==> config.mk <==
export PLATFORM = sky130hd
export DESIGN_NAME = pbmc_top
export DESIGN_NICKNAME = d
export VERILOG_FILES = /design/src/design/pbmc_pkg.sv /design/src/design/pbmc_sync.sv /design/src/design/pbmc_top.sv
export VERILOG_INCLUDE_DIRS = /design/src /design/src/design
export SDC_FILE = /design/constraint.sdc
export NUM_CORES = 1
export LEC_CHECK = 0
export BUFFER_PORTS_ARGS = -buffer_cell sky130_fd_sc_hd__buf_2
export CAP_MARGIN = 10
export CORE_AREA = 4 4 106 148
export DETAILED_ROUTE_END_ITERATION = 12
export DIE_AREA = 0 0 110 152
export PLACE_DENSITY = 0.54
export RECOVER_POWER = 100
export SYNTH_ARGS = -nofsm -noshare
export SYNTH_HDL_FRONTEND = slang
export SYNTH_HIERARCHICAL = 1
export SYNTH_SLANG_ARGS = --single-unit
==> constraint.sdc <==
create_clock -name mclk -period 1.8 [get_ports mclk]
set_input_delay 0.36 -clock mclk [delete_from_list [all_inputs] [get_ports mclk]]
set_output_delay 0.36 -clock mclk [all_outputs]
set_load 0.005 [all_outputs]
==> src/design/pbmc_defines.svh <==
// Constants of the transceiver basic mode control register bank.
// Assumes a 20 MHz mclk and an AXI4-Lite master with 32-bit data.
// Function
// - Clear-on-read field returns value, then clears
// - Latched-low field holds zero until read
// - Latched-high field holds one until read
// - Permanent read-only field ignores writes
// - Self-clearing field clears when event ends
// - Bit 15 starts reset, reads one meanwhile
// - Software reset reloads straps like power-on
// - Bit 14 loops MAC transmit to receive
// - Loopback entry may blank receive 500 us
// - Bit 13 selects speed, strap reset
// - Auto-negotiation enable resets from strap
// - Fiber mode resets auto-negotiation enable to zero
// - Auto-negotiation on ignores speed and duplex
// - Bit 11 powers down, registers stay alive
// - Power-down bit ORed with active-low pin
// - Bit 10 isolates MAC data, management works
// - Bit 8 selects duplex, strap reset
`ifndef PBMC_DEFINES_SVH
`define PBMC_DEFINES_SVH

// ****************************************************************
// Register map
// ****************************************************************
`define PBMC_ADDR_W          8
`define PBMC_OFF_CONTROL     8'h00
`define PBMC_OFF_STATUS      8'h04

// ****************************************************************
// Control field positions
// ****************************************************************
`define PBMC_BIT_RESET       15
`define PBMC_BIT_LOOPBACK    14
`define PBMC_BIT_SPEED       13
`define PBMC_BIT_AN_ENABLE   12
`define PBMC_BIT_POWER_DOWN  11
`define PBMC_BIT_ISOLATE     10
`define PBMC_BIT_DUPLEX      8

// ****************************************************************
// Status field positions
// ****************************************************************
`define PBMC_BIT_LINK_OK     0
`define PBMC_BIT_FAULT       1
`define PBMC_FIXED_LSB       4
`define PBMC_ERRCNT_LSB      8
// Arbitrary value, no meaning beyond a fixed pattern
`define PBMC_FIXED_CODE      4'h5

// ****************************************************************
// Reset values and bus answers
// ****************************************************************
`define PBMC_ZERO16          16'h0000
`define PBMC_ZERO32          32'h0000_0000
`define PBMC_RESP_OKAY       2'h0
`define PBMC_RESP_SLVERR     2'h2
`define PBMC_SYNC_RST        5'h10

// ****************************************************************
// Timing
// ****************************************************************
`define PBMC_CLK_PERIOD_NS   50
`define PBMC_RESET_TIME_NS   1000
`define PBMC_RESET_CYCLES    ((`PBMC_RESET_TIME_NS + `PBMC_CLK_PERIOD_NS - 1) / `PBMC_CLK_PERIOD_NS)
`define PBMC_DEAD_TIME_US    500
`define PBMC_DEAD_CYCLES     ((`PBMC_DEAD_TIME_US * 1000) / `PBMC_CLK_PERIOD_NS)

`endif

==> src/design/pbmc_pkg.sv <==
// Types shared by the basic mode control register bank.
// Assumes the constants header is compiled alongside.
package pbmc_pkg;

  // ****************************************************************
  // Reset sequencer states
  // ****************************************************************
  typedef enum logic [1:0] {
    ST_RESET = 2'b01,
    ST_RUN   = 2'b10
  } pbmc_state_t;

endpackage

==> src/design/pbmc_sync.sv <==
// Two-flop synchroniser for pin-level inputs, one stage pair per bit.
// Assumes inputs are asynchronous levels; pulses shorter than a cycle may be lost.
`timescale 1ns/10ps
module pbmc_sync #(
  parameter int unsigned         WIDTH   = 5,
  parameter logic [WIDTH-1:0]    RST_VAL = '0
)(
  // Clock and reset
  input  wire logic              mclk,
  input  wire logic              rstn,
  // Levels
  input  wire logic [WIDTH-1:0]  asyncIn,
  output logic      [WIDTH-1:0]  syncOut
);

  logic [WIDTH-1:0] stage1_r;

  // ****************************************************************
  // Per-bit stages
  // ****************************************************************
  genvar i;
  generate
    for (i = 0; i < WIDTH; i = i + 1)
    begin : gBit
      always_ff @(posedge mclk or negedge rstn)
      begin
        if (!rstn)
        begin
          stage1_r[i] <= RST_VAL[i];
          syncOut[i]  <= RST_VAL[i];
        end
        else
        begin
          stage1_r[i] <= asyncIn[i];
          syncOut[i]  <= stage1_r[i];
        end
      end
    end
  endgenerate

endmodule // pbmc_sync

==> src/design/pbmc_top.sv <==
// Basic mode control register bank with AXI4-Lite access and MAC data gating.
// Assumes MAC and line data run on mclk; straps and power-down pin are asynchronous.
//
// Chosen here: register access over AXI4-Lite.
`timescale 1ns/10ps
`include "pbmc_defines.svh"
module pbmc_top
  import pbmc_pkg::*;
#(
  parameter int unsigned DEAD_CYCLES = `PBMC_DEAD_CYCLES,
  parameter logic [3:0]  FIXED_CODE  = `PBMC_FIXED_CODE
)(
  // Clock and reset
  input  wire logic                     mclk,
  input  wire logic                     rstn,
  // AXI4-Lite write address and data
  input  wire logic [`PBMC_ADDR_W-1:0]  s_axi_awaddr,
  input  wire logic                     s_axi_awvalid,
  output logic                          s_axi_awready,
  input  wire logic [31:0]              s_axi_wdata,
  input  wire logic [3:0]               s_axi_wstrb,
  input  wire logic                     s_axi_wvalid,
  output logic                          s_axi_wready,
  // AXI4-Lite write response
  output logic [1:0]                    s_axi_bresp,
  output logic                          s_axi_bvalid,
  input  wire logic                     s_axi_bready,
  // AXI4-Lite read
  input  wire logic [`PBMC_ADDR_W-1:0]  s_axi_araddr,
  input  wire logic                     s_axi_arvalid,
  output logic                          s_axi_arready,
  output logic [31:0]                   s_axi_rdata,
  output logic [1:0]                    s_axi_rresp,
  output logic                          s_axi_rvalid,
  input  wire logic                     s_axi_rready,
  // Straps and pins
  input  wire logic                     strapAnEnable,
  input  wire logic                     strapSpeed100,
  input  wire logic                     strapFullDuplex,
  input  wire logic                     fiberModeEnable,
  input  wire logic                     powerDownRequestPin_n,
  // Link events and negotiated result
  input  wire logic                     linkUp,
  input  wire logic                     faultEvent,
  input  wire logic                     rxErrorPulse,
  input  wire logic                     anSpeed100,
  input  wire logic                     anFullDuplex,
  // MAC side data
  input  wire logic [3:0]               macTxData,
  input  wire logic                     macTxEn,
  output logic [3:0]                    macRxData,
  output logic                          macRxDv,
  // Line side data
  output logic [3:0]                    lineTxData,
  output logic                          lineTxEn,
  input  wire logic [3:0]               lineRxData,
  input  wire logic                     lineRxDv,
  // Mode outputs
  output logic                          linkSpeed100,
  output logic                          linkFullDuplex,
  output logic                          powerDown
);

  localparam logic [4:0]  RESET_CNT = 5'(`PBMC_RESET_CYCLES);
  localparam logic [13:0] DEAD_CNT  = 14'(DEAD_CYCLES);

  pbmc_state_t          state_r;
  logic [4:0]           rstCnt_r;
  logic                 loopback_r;
  logic                 loopPrev_r;
  logic                 speed100_r;
  logic                 anEnable_r;
  logic                 powerDown_r;
  logic                 isolate_r;
  logic                 fullDuplex_r;
  logic [13:0]          deadCnt_r;
  logic                 linkOk_r;
  logic                 fault_r;
  logic [7:0]           errCnt_r;
  logic                 awTaken_r;
  logic                 wTaken_r;
  logic [`PBMC_ADDR_W-1:0] awAddr_r;
  logic [31:0]          wData_r;
  logic [3:0]           wStrb_r;
  logic [4:0]           pinSync;
  logic                 sStrapAn;
  logic                 sStrapSpeed;
  logic                 sStrapDuplex;
  logic                 sFiber;
  logic                 sPdPin_n;
  logic                 resetting;
  logic                 pdEffective;
  logic                 doWrite;
  logic                 writeControl;
  logic                 readTake;
  logic                 readStatus;
  logic                 quiet;
  logic [15:0]          controlView;
  logic [15:0]          statusView;

  // ****************************************************************
  // Pin synchronisers
  // ****************************************************************
  pbmc_sync #(
    .WIDTH   (5),
    .RST_VAL (`PBMC_SYNC_RST)
  ) uSync (
    .mclk    (mclk),
    .rstn    (rstn),
    .asyncIn ({powerDownRequestPin_n, fiberModeEnable, strapFullDuplex, strapSpeed100, strapAnEnable}),
    .syncOut (pinSync)
  );

  assign sStrapAn     = pinSync[0];
  assign sStrapSpeed  = pinSync[1];
  assign sStrapDuplex = pinSync[2];
  assign sFiber       = pinSync[3];
  assign sPdPin_n     = pinSync[4];

  // ****************************************************************
  // Reset sequencer
  // ****************************************************************
  // Hardware and software reset share one sequence, so straps are sampled
  // only after the synchronisers have settled.
  assign resetting    = (state_r == ST_RESET);
  assign writeControl = doWrite && (awAddr_r == `PBMC_OFF_CONTROL) && wStrb_r[1];

  always_ff @(posedge mclk or negedge rstn)
  begin
    if (!rstn)
    begin
      state_r  <= ST_RESET;
      rstCnt_r <= 5'h00;
    end
    else
    begin
      case (state_r)
        ST_RESET:
        begin
          if (rstCnt_r >= RESET_CNT - 5'h01)
          begin
            state_r  <= ST_RUN;
            rstCnt_r <= 5'h00;
          end
          else
          begin
            rstCnt_r <= rstCnt_r + 5'h01;
          end
        end
        ST_RUN:
        begin
          if (writeControl && wData_r[`PBMC_BIT_RESET])
          begin
            state_r  <= ST_RESET;
            rstCnt_r <= 5'h00;
          end
        end
        default:
        begin
          state_r  <= ST_RESET;
          rstCnt_r <= 5'h00;
        end
      endcase
    end
  end

  // ****************************************************************
  // Control fields
  // ****************************************************************
  always_ff @(posedge mclk or negedge rstn)
  begin
    if (!rstn)
    begin
      loopback_r   <= 1'b0;
      speed100_r   <= 1'b0;
      anEnable_r   <= 1'b0;
      powerDown_r  <= 1'b0;
      isolate_r    <= 1'b0;
      fullDuplex_r <= 1'b0;
    end
    else if (resetting)
    begin
      loopback_r   <= 1'b0;
      speed100_r   <= sStrapSpeed;
      anEnable_r   <= sStrapAn && !sFiber;
      powerDown_r  <= 1'b0;
      isolate_r    <= 1'b0;
      fullDuplex_r <= sStrapDuplex;
    end
    else if (writeControl && !wData_r[`PBMC_BIT_RESET])
    begin
      loopback_r   <= wData_r[`PBMC_BIT_LOOPBACK];
      speed100_r   <= wData_r[`PBMC_BIT_SPEED];
      anEnable_r   <= wData_r[`PBMC_BIT_AN_ENABLE];
      powerDown_r  <= wData_r[`PBMC_BIT_POWER_DOWN];
      isolate_r    <= wData_r[`PBMC_BIT_ISOLATE];
      fullDuplex_r <= wData_r[`PBMC_BIT_DUPLEX];
    end
  end

  // ****************************************************************
  // Mode outputs
  // ****************************************************************
  assign pdEffective = powerDown_r || !sPdPin_n;

  always_ff @(posedge mclk or negedge rstn)
  begin
    if (!rstn)
    begin
      linkSpeed100   <= 1'b0;
      linkFullDuplex <= 1'b0;
      powerDown      <= 1'b0;
    end
    else
    begin
      linkSpeed100   <= anEnable_r ? anSpeed100 : speed100_r;
      linkFullDuplex <= anEnable_r ? anFullDuplex : fullDuplex_r;
      powerDown      <= pdEffective;
    end
  end

  // ****************************************************************
  // Loopback dead time
  // ****************************************************************
  // Worst-case blanking is applied every time, trading latency for a
  // receive stream that never shows half-locked data.
  always_ff @(posedge mclk or negedge rstn)
  begin
    if (!rstn)
    begin
      loopPrev_r <= 1'b0;
      deadCnt_r  <= 14'h0000;
    end
    else
    begin
      loopPrev_r <= loopback_r;
      if (loopback_r && !loopPrev_r)
      begin
        deadCnt_r <= DEAD_CNT;
      end
      else if (deadCnt_r != 14'h0000)
      begin
        deadCnt_r <= deadCnt_r - 14'h0001;
      end
    end
  end

  // ****************************************************************
  // MAC and line data paths
  // ****************************************************************
  // Only the management side stays alive while quiet.
  assign quiet = resetting || isolate_r || pdEffective;

  always_ff @(posedge mclk or negedge rstn)
  begin
    if (!rstn)
    begin
      macRxData  <= 4'h0;
      macRxDv    <= 1'b0;
      lineTxData <= 4'h0;
      lineTxEn   <= 1'b0;
    end
    else if (quiet)
    begin
      macRxData  <= 4'h0;
      macRxDv    <= 1'b0;
      lineTxData <= 4'h0;
      lineTxEn   <= 1'b0;
    end
    else if (loopback_r)
    begin
      macRxData  <= macTxData;
      macRxDv    <= macTxEn && loopPrev_r && (deadCnt_r == 14'h0000);
      lineTxData <= 4'h0;
      lineTxEn   <= 1'b0;
    end
    else
    begin
      macRxData  <= lineRxData;
      macRxDv    <= lineRxDv;
      lineTxData <= macTxData;
      lineTxEn   <= macTxEn;
    end
  end

  // ****************************************************************
  // Status fields
  // ****************************************************************
  assign readTake   = s_axi_arvalid && s_axi_arready;
  assign readStatus = readTake && (s_axi_araddr == `PBMC_OFF_STATUS);

  always_ff @(posedge mclk or negedge rstn)
  begin
    if (!rstn)
    begin
      linkOk_r <= 1'b0;
      fault_r  <= 1'b0;
      errCnt_r <= 8'h00;
    end
    else if (readStatus)
    begin
      linkOk_r <= linkUp;
      fault_r  <= faultEvent;
      errCnt_r <= {7'h00, rxErrorPulse};
    end
    else
    begin
      linkOk_r <= linkOk_r && linkUp;
      fault_r  <= fault_r || faultEvent;
      if (rxErrorPulse && (errCnt_r != 8'hFF))
      begin
        errCnt_r <= errCnt_r + 8'h01;
      end
    end
  end

  // ****************************************************************
  // Register views
  // ****************************************************************
  always_comb
  begin
    controlView                       = `PBMC_ZERO16;
    controlView[`PBMC_BIT_RESET]      = resetting;
    controlView[`PBMC_BIT_LOOPBACK]   = loopback_r;
    controlView[`PBMC_BIT_SPEED]      = speed100_r;
    controlView[`PBMC_BIT_AN_ENABLE]  = anEnable_r;
    controlView[`PBMC_BIT_POWER_DOWN] = pdEffective;
    controlView[`PBMC_BIT_ISOLATE]    = isolate_r;
    controlView[`PBMC_BIT_DUPLEX]     = fullDuplex_r;
    statusView                        = `PBMC_ZERO16;
    statusView[`PBMC_BIT_LINK_OK]     = linkOk_r;
    statusView[`PBMC_BIT_FAULT]       = fault_r;
    statusView[`PBMC_FIXED_LSB+:4]    = FIXED_CODE;
    statusView[`PBMC_ERRCNT_LSB+:8]   = errCnt_r;
  end

  // ****************************************************************
  // AXI4-Lite write channel
  // ****************************************************************
  assign s_axi_awready = !awTaken_r && !s_axi_bvalid;
  assign s_axi_wready  = !wTaken_r && !s_axi_bvalid;
  assign doWrite       = awTaken_r && wTaken_r && !s_axi_bvalid;

  always_ff @(posedge mclk or negedge rstn)
  begin
    if (!rstn)
    begin
      awTaken_r    <= 1'b0;
      wTaken_r     <= 1'b0;
      awAddr_r     <= 8'h00;
      wData_r      <= `PBMC_ZERO32;
      wStrb_r      <= 4'h0;
      s_axi_bvalid <= 1'b0;
      s_axi_bresp  <= `PBMC_RESP_OKAY;
    end
    else
    begin
      if (s_axi_awvalid && s_axi_awready)
      begin
        awTaken_r <= 1'b1;
        awAddr_r  <= s_axi_awaddr;
      end
      if (s_axi_wvalid && s_axi_wready)
      begin
        wTaken_r <= 1'b1;
        wData_r  <= s_axi_wdata;
        wStrb_r  <= s_axi_wstrb;
      end
      if (doWrite)
      begin
        awTaken_r    <= 1'b0;
        wTaken_r     <= 1'b0;
        s_axi_bvalid <= 1'b1;
        // Status is read-only: its writes succeed with no effect
        if ((awAddr_r == `PBMC_OFF_CONTROL) || (awAddr_r == `PBMC_OFF_STATUS))
        begin
          s_axi_bresp <= `PBMC_RESP_OKAY;
        end
        else
        begin
          s_axi_bresp <= `PBMC_RESP_SLVERR;
        end
      end
      else if (s_axi_bvalid && s_axi_bready)
      begin
        s_axi_bvalid <= 1'b0;
      end
    end
  end

  // ****************************************************************
  // AXI4-Lite read channel
  // ****************************************************************
  assign s_axi_arready = !s_axi_rvalid;

  always_ff @(posedge mclk or negedge rstn)
  begin
    if (!rstn)
    begin
      s_axi_rvalid <= 1'b0;
      s_axi_rdata  <= `PBMC_ZERO32;
      s_axi_rresp  <= `PBMC_RESP_OKAY;
    end
    else if (readTake)
    begin
      s_axi_rvalid <= 1'b1;
      if (s_axi_araddr == `PBMC_OFF_CONTROL)
      begin
        s_axi_rdata <= {16'h0000, controlView};
        s_axi_rresp <= `PBMC_RESP_OKAY;
      end
      else if (s_axi_araddr == `PBMC_OFF_STATUS)
      begin
        s_axi_rdata <= {16'h0000, statusView};
        s_axi_rresp <= `PBMC_RESP_OKAY;
      end
      else
      begin
        s_axi_rdata <= `PBMC_ZERO32;
        s_axi_rresp <= `PBMC_RESP_SLVERR;
      end
    end
    else if (s_axi_rvalid && s_axi_rready)
    begin
      s_axi_rvalid <= 1'b0;
    end
  end

endmodule // pbmc_top

==> flow_metrics.py <==
metrics = {
    "outcome": {
        "violations": "setup timing",
        "status": "finished, violations left",
    },
    "drt": {
        "num_vias": 3087,
        "vias_per_cell": 4.57,
        "drt_iter0_markers": 153,
        "totalWireLength_um": 9210,
        "firstDrtPassIters": 4,
        "wl_per_cell_um": 13.6,
        "drc_errors": 0,
        "antenna_left": 0,
    },
    "clock_network": {
        "clock-sinks": 94,
        "cts_tree": "built",
        "path_clk_slew_ns": 0.07,
        "insertion_delay_ns": 0.34,
        "root_buffer": "clkbuf_16",
        "htreeDepth": 3,
        "numCtsBuffers": 9,
        "clock_path_buffers": 2,
    },
    "setup_path": {
        "regToRegSetupSlack_ns": -0.01,
        "rr_startpoint": "deadCnt_r[1]",
        "cp_num_cells": 7,
        "cpPeakStageDelay_ns": 0.50,
        "worstPathCellList": "inv_2 -> ha_4 -> or4b_4 -> nor4_4 -> buf_4 -> nand4_1 -> a21oi_2",
        "r2r_cells": 7,
        "crit_type": "reg -> reg",
        "start_kind": "flop",
        "cpMaxStageDelayCell": "or4b_4",
        "path_max_fanout": 7,
        "required_ns": 2.05,
        "arrival_ns": 2.07,
        "worstSetupEndpointType": "flop",
        "path_buf_inv": 2,
        "cp_top_family": "simple AND/OR/NAND/NOR gates",
        "r2r-end": "macRxDv",
    },
    "power": {
        "ir_drop_mv": 0.668,
        "p_per_area_nw_per_um2": 1400,
        "p_leak_nw": 2.43,
    },
    "sta": {
        "rsz0062_at_grt": "true",
        "fin_crit_sh_pct": 101,
        "fmax_mhz": 551,
        "hold_violations": 0,
        "drv_slew": 0,
        "worst_pin_slew_ns": 0.684,
        "setup-violations-final": 1,
        "holdWs_ns": 0.121,
        "finalCriticalPeriod_ns": 1.81,
        "tns_ns": -0.0147,
        "relSlewSlack_pct": 54.4,
        "clock-skew-final_ns": 0.00641,
        "setup_ws_ns": -0.0147,
    },
    "cells_and_area": {
        "nets": 564,
        "area_growth_pct": 25.3,
        "stdcell_area_um2": 5270,
        "stdcell_count": 676,
        "drive_above_1_share_pct": 31.2,
        "n_antenna_cell": 0,
    },
    "die": {
        "fp-row-count": 52,
        "core_um2": 14400,
        "die_w_um": 110,
        "die_y_um": 152,
        "dieArea_um2": 16700,
        "start_util_pct": 29.3,
        "ios": 133,
    },
    "synthesis": {
        "synth_edf_count": 0,
        "seq_area_frac_synth_pct": 56.0,
        "synth_area_um2": 4210,
        "ys_ff_latch": 94,
        "yosysTopAreaCell": "dfrtp_1",
        "synth.area.top_cells": "dfrtp_1 (54%), mux2_2 (5.1%), buf_4 (4.1%)",
        "synth_area_per_cell_um2": 11.4,
        "async_flop_share_pct": 100,
        "ys.flop_type": "dfrtp_1",
        "synth_top_area_share_pct": 54.1,
        "ys.warnings.count": 6,
        "synth_cell_types": 58,
        "synthCells": 370,
    },
    "grt": {
        "antenna_found_initial": 0,
        "grt_pass1_wl_um": 15300,
        "grt_max_degree": 47,
        "grt_overflow": 0,
        "grt.total_usage_pct": 11.4,
        "grt_pass1_vias": 3181,
    },
    "placed_design": {
        "dpl.cell_count": 656,
        "dp_slack_ns": -0.108,
        "place_area_um2": 4940,
        "dpl.hpwl_um": 7040,
        "place_congestion": 0.805,
        "port_buffers": 82,
    },
    "hold_path": {
        "hold_path_class": "in -> reg",
        "min_from": "strapAnEnable",
        "hold_end": "uSync/stage1_r[0]",
        "worstHoldPathCells": 1,
    },
    "run": {
        "drv_cap": 0,
    },
}
==> flip-flops by register name, summed over array words and instances, names as in the netlist, 2 cells and up <==
register / count
awAddr_r: 8
rstCnt_r: 5
deadCnt_r: 14
uSync/stage1_r: 5
macRxData: 4
wData_r: 7
s_axi_rdata: 11
lineTxData: 4
uSync/syncOut: 5
state_r: 2
errCnt_r: 8
==> routing by layer <==
metal  vias up  track usage (%)  part of all wire [%]
met3        10             2.97                   6.2
met4         0             4.10                   1.5
li1       1507                -                     -
met5         -                0                     0
met2        83             19.2                    50
met1      1487             13.8                    42
==> metrics by stage <==
stage / power [mW] / utilization, %
4_1_cts: 7.47 / 36.9
3_3_place_gp: 5.33 / 34.4
2_1_floorplan: 4.58 / -
6_report: 7.37 / 36.7
3_5_place_dp: 5.41 / 34.4
5_1_grt: 7.90 / 36.7
==> Yosys cell counts, drive strengths merged, types with 3 or more instances <==
master and count:
a22o 8, nor2b 3, nor2 29, mux2 19, nand2b 10, inv 12
xnor2 4, o31ai 4, nand4 5, mux2i 12, and4 4, and2 7
nor4 7, ha 3, dfrtp 91, o221a 3, or4 4, dfstp 3
o21ai 19, clkbuf 8, nand3b 3, nand3 7, a21oi 15, or3 5
buf 26, nor3 6, nand2 21
==> logic make-up (layout without fill, tap and decap cells) <==
logic type / count (synthesis) / in the layout / share of synthesized area (%)
DFF: 94 / 94 / 56.0
AOI/OAI and AO/OA: 69 / 69 / 11.0
and+or+nand+nor: 121 / 121 / 16.8
muxes: 31 / 31 / 7.94
other: 1 / 22 / 0.0891
adders and majority gates: 3 / 3 / 0.892
buffers and inverters: 46 / 142 / 6.21
xor gates and xnor gates: 5 / 5 / 1.04
==> layout make-up <==
| class | count | area, um^2 |
|---|---|---|
| multi-input cells | 251 | 1720 |
| inverters | 12 | 45.0 |
| well taps | 189 | 236 |
| clock buffers | 9 | 225 |
| fillers | 1430 | 9100 |
| repair buffers | 114 | 611 |
| flip-flops and latches | 94 | 2360 |
| clock inverters | 7 | 80.1 |
==> worst max-delay path by stage <==
stage	from	end	slack, ns
floorplan	deadCnt_r[0]	deadCnt_r[6]	0.002
CTS	deadCnt_r[1]	macRxDv	-0.02
finish	deadCnt_r[1]	macRxDv	-0.01
global placement	deadCnt_r[0]	macRxDv	-0.09
detailed placement	deadCnt_r[0]	macRxDv	-0.11
global route	deadCnt_r[0]	macRxDv	-0.09
==> placed cells by master (no fill, tap or decap), drive strengths merged, types with 5 or more instances in the layout <==
| master | instances |
|---|---|
| a22o | 8 |
| nand2b | 10 |
| nand3 | 7 |
| nor3 | 6 |
| mux2i | 12 |
| dfrtp | 91 |
| mux2 | 19 |
| inv | 15 |
| nor4 | 7 |
| or3 | 5 |
| clkbuf | 37 |
| o21ai | 19 |
| buf | 85 |
| a21oi | 15 |
| nand2 | 21 |
| nor2 | 29 |
| nand4 | 5 |
| and2 | 7 |
| conb | 22 |
==> timing repair <==
item,CTS,global route
gates resized for setup,6,8
endpoints found under the hold margin,22,0
buffers inserted,2,1
hold buffers,1,0
endpoints found under the setup margin,8,14
pin swaps,4,0
==> power by group <==
group          internal, mW  switching (mW)
logic                  1.15            1.07
registers              2.71           0.496
clock network          1.10           0.849
No activity file was read; power rests on OpenSTA's default activity.
